File: src/iap_cfg.svh
// register offsets, field positions, key patterns and timing figures for the flash
// programming control block; included by the package and by the control module
`ifndef IAP_CFG_SVH
`define IAP_CFG_SVH

// register offsets on the plain register port
`define OFS_ADDR_LOW    4'h0
`define OFS_ADDR_HIGH   4'h1
`define OFS_DATA0_LOW   4'h2
`define OFS_DATA0_HIGH  4'h3
`define OFS_KEY1_LOW    4'h4
`define OFS_KEY1_HIGH   4'h5
`define OFS_KEY2_LOW    4'h6
`define OFS_KEY2_HIGH   4'h7
`define OFS_KEY3_LOW    4'h8
`define OFS_KEY3_HIGH   4'h9
`define OFS_MODE_CTRL   4'hA
`define OFS_CHIP_RESET  4'hB
`define OFS_BUF_CLEAR   4'hC

// mode and control field positions
`define BIT_EW_ENABLED  7
`define BIT_MODE_HI     6
`define BIT_MODE_LO     4
`define BIT_UNLOCK_TRIG 3
`define BIT_WRITE_START 2
`define BIT_READ_PERMIT 1
`define BIT_READ_START  0
`define BIT_BUF_CLEAR   0

// operation mode codes
`define MODE_CODE_WRITE  3'h0
`define MODE_CODE_ERASE  3'h1
`define MODE_CODE_READ   3'h3
`define MODE_CODE_UNLOCK 3'h6

// unlock key bytes, low registers then high registers
`define KEY1_LOW_VAL  8'h00
`define KEY2_LOW_VAL  8'h0D
`define KEY3_LOW_VAL  8'hC3
`define KEY1_HIGH_VAL 8'h04
`define KEY2_HIGH_VAL 8'h09
`define KEY3_HIGH_VAL 8'h40

// chip reset pattern
`define CHIP_RESET_KEY 8'h55

// reset values
`define RESET_BYTE 8'h00

// page geometry
`define PAGE_LAST_WORD 5'h1F

// timing
`define CLK_PERIOD_NS    4
`define ERASE_WRITE_NS   2200000
`define READ_INSTR_COUNT 3
`define INSTR_CYCLES     4
`define UNLOCK_CYCLES_DEF 1024

`endif

File: src/iap_pkg.sv
// types shared by the flash programming control block and its testbench
// assumes iap_cfg.svh is on the include path
`include "iap_cfg.svh"

package iap_pkg;
   // operation modes held in the mode field
   typedef enum logic [2:0] {
      MODE_WRITE  = `MODE_CODE_WRITE,
      MODE_ERASE  = `MODE_CODE_ERASE,
      MODE_READ   = `MODE_CODE_READ,
      MODE_UNLOCK = `MODE_CODE_UNLOCK
   } op_mode_t;

   // command presented to the flash array
   typedef enum logic [1:0] {
      CMD_READ,
      CMD_ERASE,
      CMD_WRITE
   } flash_cmd_t;

   // sequencer states
   typedef enum logic [2:0] {
      ST_IDLE,
      ST_ERASE,
      ST_WRITE,
      ST_READ
   } seq_state_t;
endpackage

File: src/flash_iap_control_unlock.sv
// flash in-application programming control: registers, unlock sequence, write buffer,
// erase/write/read sequencing and cpu stall
// assumes a single-cycle register master on mclk_in and a flash array answering
// each request with a done pulse on the same clock
//
// What the document asks of this block and of its software
// RULE1: software cannot set the erase/write enabled flag
// RULE2: hardware sets flag on unlock; flag zero locks
// RULE3: mode codes: write, erase, read, unlock; rest reserved
// RULE4: erase and write only run while unlocked
// RULE5: trigger starts timer; timer expiry clears trigger
// RULE6: software writes six key bytes during timer
// RULE7: wrong key keeps locked; right key unlocks
// RULE8: software selects unlock mode, sets trigger, writes key
// RULE9: write start cleared by hardware when done
// RULE10: reads blocked unless read permit set
// RULE11: read start cleared by hardware when done
// RULE12: software never sets three start bits together
// RULE13: cpu stalled while an operation runs
// RULE14: writing 55h to reset key resets chip
// RULE15: buffer clear bit cleared when clear done
// RULE16: buffer clear upper bits read zero
// RULE17: software blank-checks erased page, erases again
// RULE18: software verifies write, clears buffer, rewrites
// RULE19: software clearing flag disables erase/write
// RULE20: 32-word buffer maps to page address bits
// RULE21: software erases first, subsidiary clock stable
// RULE22: high data write loads buffer, bumps address
// RULE23: erase or write lasts 2.2 ms
// RULE24: read takes three instruction cycles, data returned
// RULE25: unlock timer is a parameter; full key needed
// RULE26: durations in cycles, flash behind request/done
//
// The register offsets and the address-and-strobe port were left to the implementer.
`timescale 1ns/1ps
`include "iap_cfg.svh"

module flash_iap_control_unlock #(
   parameter int CNT_W          = 20,                                  // timer width
   parameter int UNLOCK_CYCLES  = `UNLOCK_CYCLES_DEF,                  // unlock window
   parameter int ERASE_CYCLES   = `ERASE_WRITE_NS / `CLK_PERIOD_NS,    // page erase time
   parameter int WRITE_CYCLES   = `ERASE_WRITE_NS / `CLK_PERIOD_NS,    // page write time
   parameter int READ_CYCLES    = `READ_INSTR_COUNT * `INSTR_CYCLES    // word read time
) (
   // clock and reset
   input  wire logic                 mclk_in,
   input  wire logic                 rst_in,
   // register port
   input  wire logic [3:0]           reg_addr_in,
   input  wire logic [7:0]           reg_wdata_in,
   input  wire logic                 reg_wr_in,
   input  wire logic                 reg_rd_in,
   output logic      [7:0]           reg_rdata_out,
   // flash array handshake
   output logic                      flash_req_out,
   output iap_pkg::flash_cmd_t       flash_cmd_out,
   output logic      [12:0]          flash_addr_out,
   output logic      [15:0]          flash_wdata_out,
   input  wire logic [15:0]          flash_rdata_in,
   input  wire logic                 flash_done_in,
   // system effects
   output logic                      cpu_stall_out,
   output logic                      chip_reset_out
);
   import iap_pkg::*;

   ////////////////////////////////////////////////////////////////////////////////
   // state

   // every flip-flop of the block lives in this one record
   typedef struct packed {
      seq_state_t        state;       // sequencer state
      logic [7:0]        addr_lo;     // flash address bits 7..0
      logic [4:0]        addr_hi;     // flash address bits 12..8
      logic [7:0]        data_lo;     // first data register, low byte
      logic [7:0]        data_hi;     // first data register, high byte
      logic [5:0][7:0]   key;         // key1 lo, key1 hi, key2 lo, key2 hi, key3 lo, key3 hi
      logic              ew_flag;     // erase/write enabled flag
      logic [2:0]        mode;        // operation mode field
      logic              trig;        // unlock trigger
      logic              wstart;      // write start flag
      logic              rpermit;     // read permit
      logic              rstart;      // read start flag
      logic              clr;         // buffer clear flag
      logic [7:0]        rst_key;     // chip reset key register
      logic              chip_rst;    // chip reset pulse
      logic [31:0]       wvalid;      // buffer words loaded since last clear
      logic [31:0][15:0] wbuf;        // write buffer, one page
      logic [CNT_W-1:0]  unlock_cnt;  // unlock window countdown
      logic [CNT_W-1:0]  op_cnt;      // operation least-time countdown
      logic [4:0]        word_idx;    // buffer word being written
      logic              words_done;  // flash transfers of this operation finished
      logic              req;         // flash request level
      flash_cmd_t        cmd;         // flash command
      logic [12:0]       faddr;       // flash address presented
      logic [15:0]       fwdata;      // flash write data presented
      logic [7:0]        rdata;       // register read data
   } ctrl_t;

   ctrl_t c_reg;                      // registered state
   ctrl_t c_next;                     // next state

   logic       key_ok;                // all six key bytes hold the pattern
   logic       all_starts;            // write hits all three start bits at once
   logic [2:0] wr_mode;               // mode field carried by a control write
   logic       wr_trig;               // unlock trigger carried by a control write

   assign key_ok = (c_reg.key[0] == `KEY1_LOW_VAL)  && (c_reg.key[1] == `KEY1_HIGH_VAL) &&
                   (c_reg.key[2] == `KEY2_LOW_VAL)  && (c_reg.key[3] == `KEY2_HIGH_VAL) &&
                   (c_reg.key[4] == `KEY3_LOW_VAL)  && (c_reg.key[5] == `KEY3_HIGH_VAL);
   assign all_starts = reg_wdata_in[`BIT_WRITE_START] && reg_wdata_in[`BIT_READ_PERMIT] &&
                       reg_wdata_in[`BIT_READ_START];
   assign wr_mode = reg_wdata_in[`BIT_MODE_HI:`BIT_MODE_LO];
   assign wr_trig = reg_wdata_in[`BIT_UNLOCK_TRIG];

   ////////////////////////////////////////////////////////////////////////////////
   // next-state logic

   // register access, unlock timer and the operation sequencer
   always_comb begin
      c_next          = c_reg;
      c_next.rdata    = `RESET_BYTE;
      c_next.chip_rst = 1'b0;

      // read data stand only in the cycle after the strobe; unmapped reads give zero
      if (reg_rd_in) begin
         case (reg_addr_in)
            `OFS_ADDR_LOW:   c_next.rdata = c_reg.addr_lo;
            `OFS_ADDR_HIGH:  c_next.rdata = {3'h0, c_reg.addr_hi};
            `OFS_DATA0_LOW:  c_next.rdata = c_reg.data_lo;
            `OFS_DATA0_HIGH: c_next.rdata = c_reg.data_hi;
            `OFS_KEY1_LOW:   c_next.rdata = c_reg.key[0];
            `OFS_KEY1_HIGH:  c_next.rdata = c_reg.key[1];
            `OFS_KEY2_LOW:   c_next.rdata = c_reg.key[2];
            `OFS_KEY2_HIGH:  c_next.rdata = c_reg.key[3];
            `OFS_KEY3_LOW:   c_next.rdata = c_reg.key[4];
            `OFS_KEY3_HIGH:  c_next.rdata = c_reg.key[5];
            `OFS_MODE_CTRL:  c_next.rdata = {c_reg.ew_flag, c_reg.mode, c_reg.trig,
                                             c_reg.wstart, c_reg.rpermit, c_reg.rstart};
            `OFS_CHIP_RESET: c_next.rdata = c_reg.rst_key;
            `OFS_BUF_CLEAR:  c_next.rdata = {7'h00, c_reg.clr}; // RULE16
            default:         c_next.rdata = `RESET_BYTE;
         endcase
      end

      // unlock window: trigger falls when the count runs out, whatever the key
      if (c_reg.trig) begin
         if (c_reg.unlock_cnt == '0) begin
            c_next.trig = 1'b0; // RULE5
         end else begin
            c_next.unlock_cnt = c_reg.unlock_cnt - 1'b1;
         end
      end

      case (c_reg.state)
         ST_IDLE: begin
            // buffer clear takes one idle cycle; a new set in that cycle survives
            if (c_reg.clr) begin
               c_next.wbuf   = '0;
               c_next.wvalid = '0;
               c_next.clr    = 1'b0; // RULE15
            end
            // writes are taken only while idle: the cpu is halted otherwise
            if (reg_wr_in) begin
               case (reg_addr_in)
                  `OFS_ADDR_LOW:   c_next.addr_lo = reg_wdata_in;
                  `OFS_ADDR_HIGH:  c_next.addr_hi = reg_wdata_in[4:0];
                  `OFS_DATA0_LOW:  c_next.data_lo = reg_wdata_in;
                  `OFS_DATA0_HIGH: begin
                     c_next.data_hi = reg_wdata_in;
                     // loading needs the unlocked state and write mode
                     if (c_reg.ew_flag && c_reg.mode == MODE_WRITE) begin
                        c_next.wbuf[c_reg.addr_lo[4:0]]   = {reg_wdata_in, c_reg.data_lo}; // RULE22
                        c_next.wvalid[c_reg.addr_lo[4:0]] = 1'b1; // RULE20
                        // the address parks on the last word of the page
                        if (c_reg.addr_lo[4:0] != `PAGE_LAST_WORD) begin
                           c_next.addr_lo = c_reg.addr_lo + 8'h01; // RULE22
                        end
                     end
                  end
                  `OFS_KEY1_LOW:   c_next.key[0] = reg_wdata_in;
                  `OFS_KEY1_HIGH:  c_next.key[1] = reg_wdata_in;
                  `OFS_KEY2_LOW:   c_next.key[2] = reg_wdata_in;
                  `OFS_KEY2_HIGH:  c_next.key[3] = reg_wdata_in;
                  `OFS_KEY3_LOW:   c_next.key[4] = reg_wdata_in;
                  `OFS_KEY3_HIGH:  c_next.key[5] = reg_wdata_in;
                  `OFS_MODE_CTRL: begin
                     // a one on the enabled flag does nothing; a zero locks
                     if (!reg_wdata_in[`BIT_EW_ENABLED]) begin
                        c_next.ew_flag = 1'b0; // RULE1 RULE19
                     end
                     c_next.mode    = wr_mode;
                     c_next.rpermit = reg_wdata_in[`BIT_READ_PERMIT];
                     // trigger is honoured only together with unlock mode
                     if (wr_trig && wr_mode == MODE_UNLOCK) begin
                        c_next.trig       = 1'b1; // RULE5
                        c_next.unlock_cnt = CNT_W'(UNLOCK_CYCLES - 1); // RULE25
                     end
                     // a write that raises all three start bits starts nothing
                     if (!all_starts) begin // RULE12
                        if (reg_wdata_in[`BIT_WRITE_START] && c_next.ew_flag &&
                            (wr_mode == MODE_WRITE || wr_mode == MODE_ERASE)) begin // RULE3 RULE4
                           c_next.wstart     = 1'b1;
                           c_next.state      = (wr_mode == MODE_ERASE) ? ST_ERASE : ST_WRITE;
                           c_next.cmd        = (wr_mode == MODE_ERASE) ? CMD_ERASE : CMD_WRITE;
                           c_next.op_cnt     = (wr_mode == MODE_ERASE) ?
                                               CNT_W'(ERASE_CYCLES - 1) :
                                               CNT_W'(WRITE_CYCLES - 1); // RULE23 RULE26
                           c_next.word_idx   = 5'h00;
                           c_next.words_done = 1'b0;
                        end else if (reg_wdata_in[`BIT_READ_START] &&
                                     reg_wdata_in[`BIT_READ_PERMIT] &&
                                     wr_mode == MODE_READ) begin // RULE10 RULE3
                           c_next.rstart     = 1'b1;
                           c_next.state      = ST_READ;
                           c_next.cmd        = CMD_READ;
                           c_next.op_cnt     = CNT_W'(READ_CYCLES - 1); // RULE24
                           c_next.words_done = 1'b0;
                        end
                     end
                  end
                  `OFS_CHIP_RESET: begin
                     c_next.rst_key  = reg_wdata_in;
                     c_next.chip_rst = (reg_wdata_in == `CHIP_RESET_KEY); // RULE14
                  end
                  `OFS_BUF_CLEAR: begin
                     if (reg_wdata_in[`BIT_BUF_CLEAR]) begin
                        c_next.clr = 1'b1; // RULE15
                     end
                  end
                  default: begin
                     // unmapped write: ignored
                  end
               endcase
            end
         end
         ST_ERASE, ST_WRITE, ST_READ: begin
            // least duration runs alongside the flash transfers
            if (c_reg.op_cnt != '0) begin
               c_next.op_cnt = c_reg.op_cnt - 1'b1; // RULE26
            end
            if (!c_reg.words_done) begin
               if (c_reg.req) begin
                  // request held until the array answers
                  if (flash_done_in) begin
                     c_next.req = 1'b0;
                     if (c_reg.state == ST_READ) begin
                        {c_next.data_hi, c_next.data_lo} = flash_rdata_in; // RULE24
                     end
                     if (c_reg.state == ST_WRITE && c_reg.word_idx != `PAGE_LAST_WORD) begin
                        c_next.word_idx = c_reg.word_idx + 5'h01;
                     end else begin
                        c_next.words_done = 1'b1;
                     end
                  end
               end else if (c_reg.state != ST_WRITE || c_reg.wvalid[c_reg.word_idx]) begin
                  c_next.req    = 1'b1;
                  c_next.fwdata = c_reg.wbuf[c_reg.word_idx];
                  // writes land in the page named by the upper address bits
                  c_next.faddr  = (c_reg.state == ST_WRITE) ?
                                  {c_reg.addr_hi, c_reg.addr_lo[7:5], c_reg.word_idx} :
                                  {c_reg.addr_hi, c_reg.addr_lo}; // RULE20
               end else if (c_reg.word_idx != `PAGE_LAST_WORD) begin
                  // words never loaded are skipped
                  c_next.word_idx = c_reg.word_idx + 5'h01;
               end else begin
                  c_next.words_done = 1'b1;
               end
            end else if (c_reg.op_cnt == '0) begin
               // completion: start flags fall, a finished write empties the buffer
               c_next.wstart = 1'b0; // RULE9
               c_next.rstart = 1'b0; // RULE11
               if (c_reg.state == ST_WRITE) begin
                  c_next.wbuf   = '0;
                  c_next.wvalid = '0;
               end
               c_next.state = ST_IDLE;
            end
         end
         default: begin
            c_next.state = ST_IDLE;
         end
      endcase

      // correct key inside the window unlocks; hardware set wins over software clear
      if (c_reg.trig && key_ok) begin
         c_next.ew_flag = 1'b1; // RULE2 RULE7 RULE25
      end
   end

   ////////////////////////////////////////////////////////////////////////////////
   // registers

   // one process holds all state
   always_ff @(posedge mclk_in or posedge rst_in) begin
      if (rst_in) begin
         c_reg <= '0;
      end else begin
         c_reg <= c_next;
      end
   end

   // outputs from flip-flops, except the stall, decoded from the state
   assign reg_rdata_out   = c_reg.rdata;
   assign flash_req_out   = c_reg.req;
   assign flash_cmd_out   = c_reg.cmd;
   assign flash_addr_out  = c_reg.faddr;
   assign flash_wdata_out = c_reg.fwdata;
   assign cpu_stall_out   = (c_reg.state != ST_IDLE); // RULE13
   assign chip_reset_out  = c_reg.chip_rst;
endmodule

File: config.mk
export PLATFORM = sky130hd
export DESIGN_NAME = flash_iap_control_unlock
export DESIGN_NICKNAME = d
export VERILOG_FILES = /design/src/iap_pkg.sv /design/src/flash_iap_control_unlock.sv
export VERILOG_INCLUDE_DIRS = /design/src
export SDC_FILE = /design/constraint.sdc
export NUM_CORES = 2
export LEC_CHECK = 0
export ABC_AREA = 0
export BUFFER_PORTS_ARGS = -buffer_cell sky130_fd_sc_hd__clkbuf_2
export CORE_ASPECT_RATIO = 1.75
export CORE_UTILIZATION = 41
export DETAILED_ROUTE_END_ITERATION = 8
export GPL_TIMING_DRIVEN = 0
export MAX_ROUTING_LAYER = met4
export PLACE_DENSITY = 0.64
export SYNTH_ARGS = -nofsm -noshare
export SYNTH_HDL_FRONTEND = slang
export SYNTH_SLANG_ARGS = --single-unit
File: constraint.sdc
create_clock -name mclk_in -period 28.3 [get_ports mclk_in]
set_clock_uncertainty 0.1 [all_clocks]
set_input_delay 5.66 -clock mclk_in [delete_from_list [all_inputs] [get_ports mclk_in]]
set_output_delay 5.66 -clock mclk_in [all_outputs]
set_load 0.01 [all_outputs]
==> results.sh <==
export IMPL_met2_length_um=80100
export IMPL_io_buffers=67
export IMPL_vdd_drop_max_v=0.0000746
export IMPL_die_x_um=223
export IMPL_cts_buffers=70
export IMPL_drtIter0Drc=3756
export IMPL_nNetsFinal=3196
export IMPL_hold_ws_ns=0.377
export IMPL_routed_via_count=29800
export IMPL_instances_no_fill=4304
export IMPL_via_per_inst=6.92
export IMPL_crit_reg2reg_launch="c_reg[725]"
export IMPL_grt_pass1_vias=29700
export IMPL_clock_fmax_mhz=97.5
export IMPL_clock_sinks=727
export IMPL_start_util_pct=41.5
export IMPL_fp_dieH_um=389
export IMPL_avgRoutedWirePerCell_um=41.3
export IMPL_grt_use_total_pct=43.1
export IMPL_cp_cell_sequence="clkbuf_1 -> inv_1 -> clkbuf_1 -> ha_1 -> buf_2 -> clkinv_1 -> clkbuf_1 -> clkbuf_2"
export IMPL_ys_warn_count=0
export IMPL_p_per_area_nw_per_um2=83.1
export IMPL_core_area_sq_um=84700
export IMPL_drv_cap=4
export IMPL_synth_cells=3002
export IMPL_synth_area_sq_um=35100
export IMPL_ys_ff_latch=727
export IMPL_grt_pass1_wl_um=245000
export IMPL_slowest_stage="clkbuf_1"
export IMPL_hold_violations=0
export IMPL_worst_skew_pair_late_latency_ns=0.70
export IMPL_finalCritPeriodShare_pct=36.2
export IMPL_worst_ep_required_time_ns=22.54
export IMPL_largest_reg_flops=686
export IMPL_dominantRegCellSynth="dfrtp_1"
export IMPL_rrSetupSlack_ns=21.76
export IMPL_synth_edf_count=0
export IMPL_dp_cells=4150
export IMPL_criticalPathCategory="flop to output pin"
export IMPL_setup_violations=0
export IMPL_fin_crit_ns=10.25
export IMPL_htreeDepth=3
export IMPL_postCtsSetupRepairBufs=0
export IMPL_synth_distinct_cells=87
export IMPL_failed_checks="max-capacitance violations, max-slew violations"
export IMPL_async_flop_share_pct=100
export IMPL_hold_depth=2
export IMPL_dr_wl_met3_um=17200
export IMPL_grt_max_degree=124
export IMPL_holdPathEnd="c_reg[129]"
export IMPL_status="complete, but fails checks"
export IMPL_antenna_found_initial=19
export IMPL_area_growth_pct=12.7
export IMPL_ys_seq_area_share_pct=51.8
export IMPL_post_dp_hpwl_um=129000
export IMPL_ioPinCount=75
export IMPL_dr_pass1_iters=7
export IMPL_max_slew_margin_pct=-2.65
export IMPL_routed_wl_um=178000
export IMPL_cts_buffer_depth=3
export IMPL_synth_top_area_share_pct=51.8
export IMPL_cts_resized=0
export IMPL_row_count=141
export IMPL_rsz0062_at_grt="no"
export IMPL_gp_routability_congestion=1.10
export IMPL_synthTopCellsByArea="dfrtp_1 52%, mux4_2 10%, a22o_1 7.9%, o21ai_0 3.5%, mux2_2 2.5%"
export IMPL_clk_pin_slew_ns=0.07
export IMPL_cp_top_family="buffers and inverters"
export IMPL_wl_met1_um=56600
export IMPL_crit_top_cell="clkbuf_1"
export IMPL_reg2reg_to="c_reg[512]"
export IMPL_hp_class="flop to flop"
export IMPL_die_area_sq_um=86900
export IMPL_critPathMaxStageDelay_ns=0.78
export IMPL_drtAntennaViolNets=0
export IMPL_postCtsHoldBufs=0
export IMPL_drc=0
export IMPL_syn_area_per_cell_sq_um=11.7
export IMPL_cp_max_fo=12
export IMPL_cts_root_buf="clkbuf_16"
export IMPL_worst_pin_slew_ns=1.54
export IMPL_slew_violations=33
export IMPL_cellLeakagePower_uw=0.0172
export IMPL_grt_overflow=0
export IMPL_cp_data_arrival_time_ns=4.49
export IMPL_critPathLaunchType="flop"
export IMPL_crit_path_end_kind="output pin"
export IMPL_cts_tree="built"
export IMPL_syn_nets=3048
export IMPL_synth_largest_area_cell="dfrtp_1"
export IMPL_top_layer="met4"
export IMPL_hold_start="c_reg[129]"
export IMPL_reg2reg_depth=11
export IMPL_drive_gt1_share_pct=18.3
export IMPL_cp_num_buf_inv=7
[layer usage]
layer	vias to the layer above	GRT usage, %
met4	0	45.4
met1	15200	43.8
met2	2136	63.5
li1	11600	-
met5	-	-
met3	816	13.4
[placed cells by master, fill, tap and decap left out, drive strengths merged, types with 20 or more instances in the layout]
master	n
dfrtp	727
or3	22
a21oi	80
buf	114
nand3	53
o21ai	267
nand2	229
clkbuf	352
mux2i	52
a22oi	21
a22o	318
a32o	21
diode	26
inv	28
nor3	50
and2	30
nor2	217
mux2	78
o2bb2ai	105
clkinv	20
mux4	156
[cell type report]
type                    count  area [sq um]
repair buffers             76           534
inverters                  28           113
multi-input cells        1954         15500
clock buffers              97          2070
clock inverters            31           408
well taps                1072          1340
diodes                     26          65.1
plain buffers             293          1350
fillers                  7992         45100
flip-flops and latches    727         18200
[power by group]
part	internal, uW	total [uW]	switching, uW
sequential	1110	1200	82.1
combinational	268	1030	764
clock	597	1060	461
total	1980	3290	1310
[kinds of logic (layout without fill, tap and decap cells)]
logic type      count (synthesis)  count (layout)  share of synthesized area (%)
compound gates                943             943                           19.8
simple gates                  689             689                           9.27
flops                         727             727                           51.8
buf+inv                       321             525                           4.12
mux                           286             286                           14.0
other cells                     0              26                              0
fa+ha+maj                      13              13                          0.463
xor+xnor                       23              23                          0.574
[how the worst max path moves through the flow]
stage	from	end	slack, ns	cells after the start
floorplan	rst_in	c_reg[100]	2.14	1
global route	c_reg[725]	cpu_stall_out	18.07	8
global placement	rst_in	c_reg[158]	-6.54	2
finish	c_reg[725]	cpu_stall_out	18.05	8
CTS	c_reg[725]	cpu_stall_out	18.17	8
detailed placement	c_reg[725]	cpu_stall_out	18.92	8
[synthesized netlist by cell type, types with 24 or more instances]
| cell | number |
|---|---|
| o2bb2ai_1 | 95 |
| mux2_2 | 78 |
| mux2i_1 | 52 |
| buf_2 | 49 |
| nand2_1 | 227 |
| inv_1 | 24 |
| nor3_1 | 40 |
| and2_1 | 25 |
| a22o_1 | 318 |
| nor2_1 | 215 |
| a21oi_1 | 80 |
| mux4_2 | 156 |
| o21ai_0 | 248 |
| dfrtp_1 | 727 |
| nand3_1 | 53 |
| buf_4 | 44 |
| clkbuf_1 | 188 |
[worst reg2reg max path: cells and delay by family, from the launching register on]
kind                       cells  cell delay (ns)
DFF                            1             0.42
AOI/OAI and AO/OA              1             0.30
buffers and inverters          8             4.88
and+or+nand+nor                1             0.48
adders and majority gates      1             0.27
[metrics by stage]
step	power [uW]	utilization [%]	setup WS, ns	cell area, sq um	setup TNS [ns]
floorplan	1720	-	2.14	35100	0
global placement	2180	43.5	-6.54	36800	-4649.67
detailed placement	2190	43.7	18.92	37000	0
CTS	3220	46.6	18.17	39500	0
global route	3330	46.7	18.07	39600	0
finish	3290	46.7	18.05	39600	0
(Power assumes the default switching activity.)
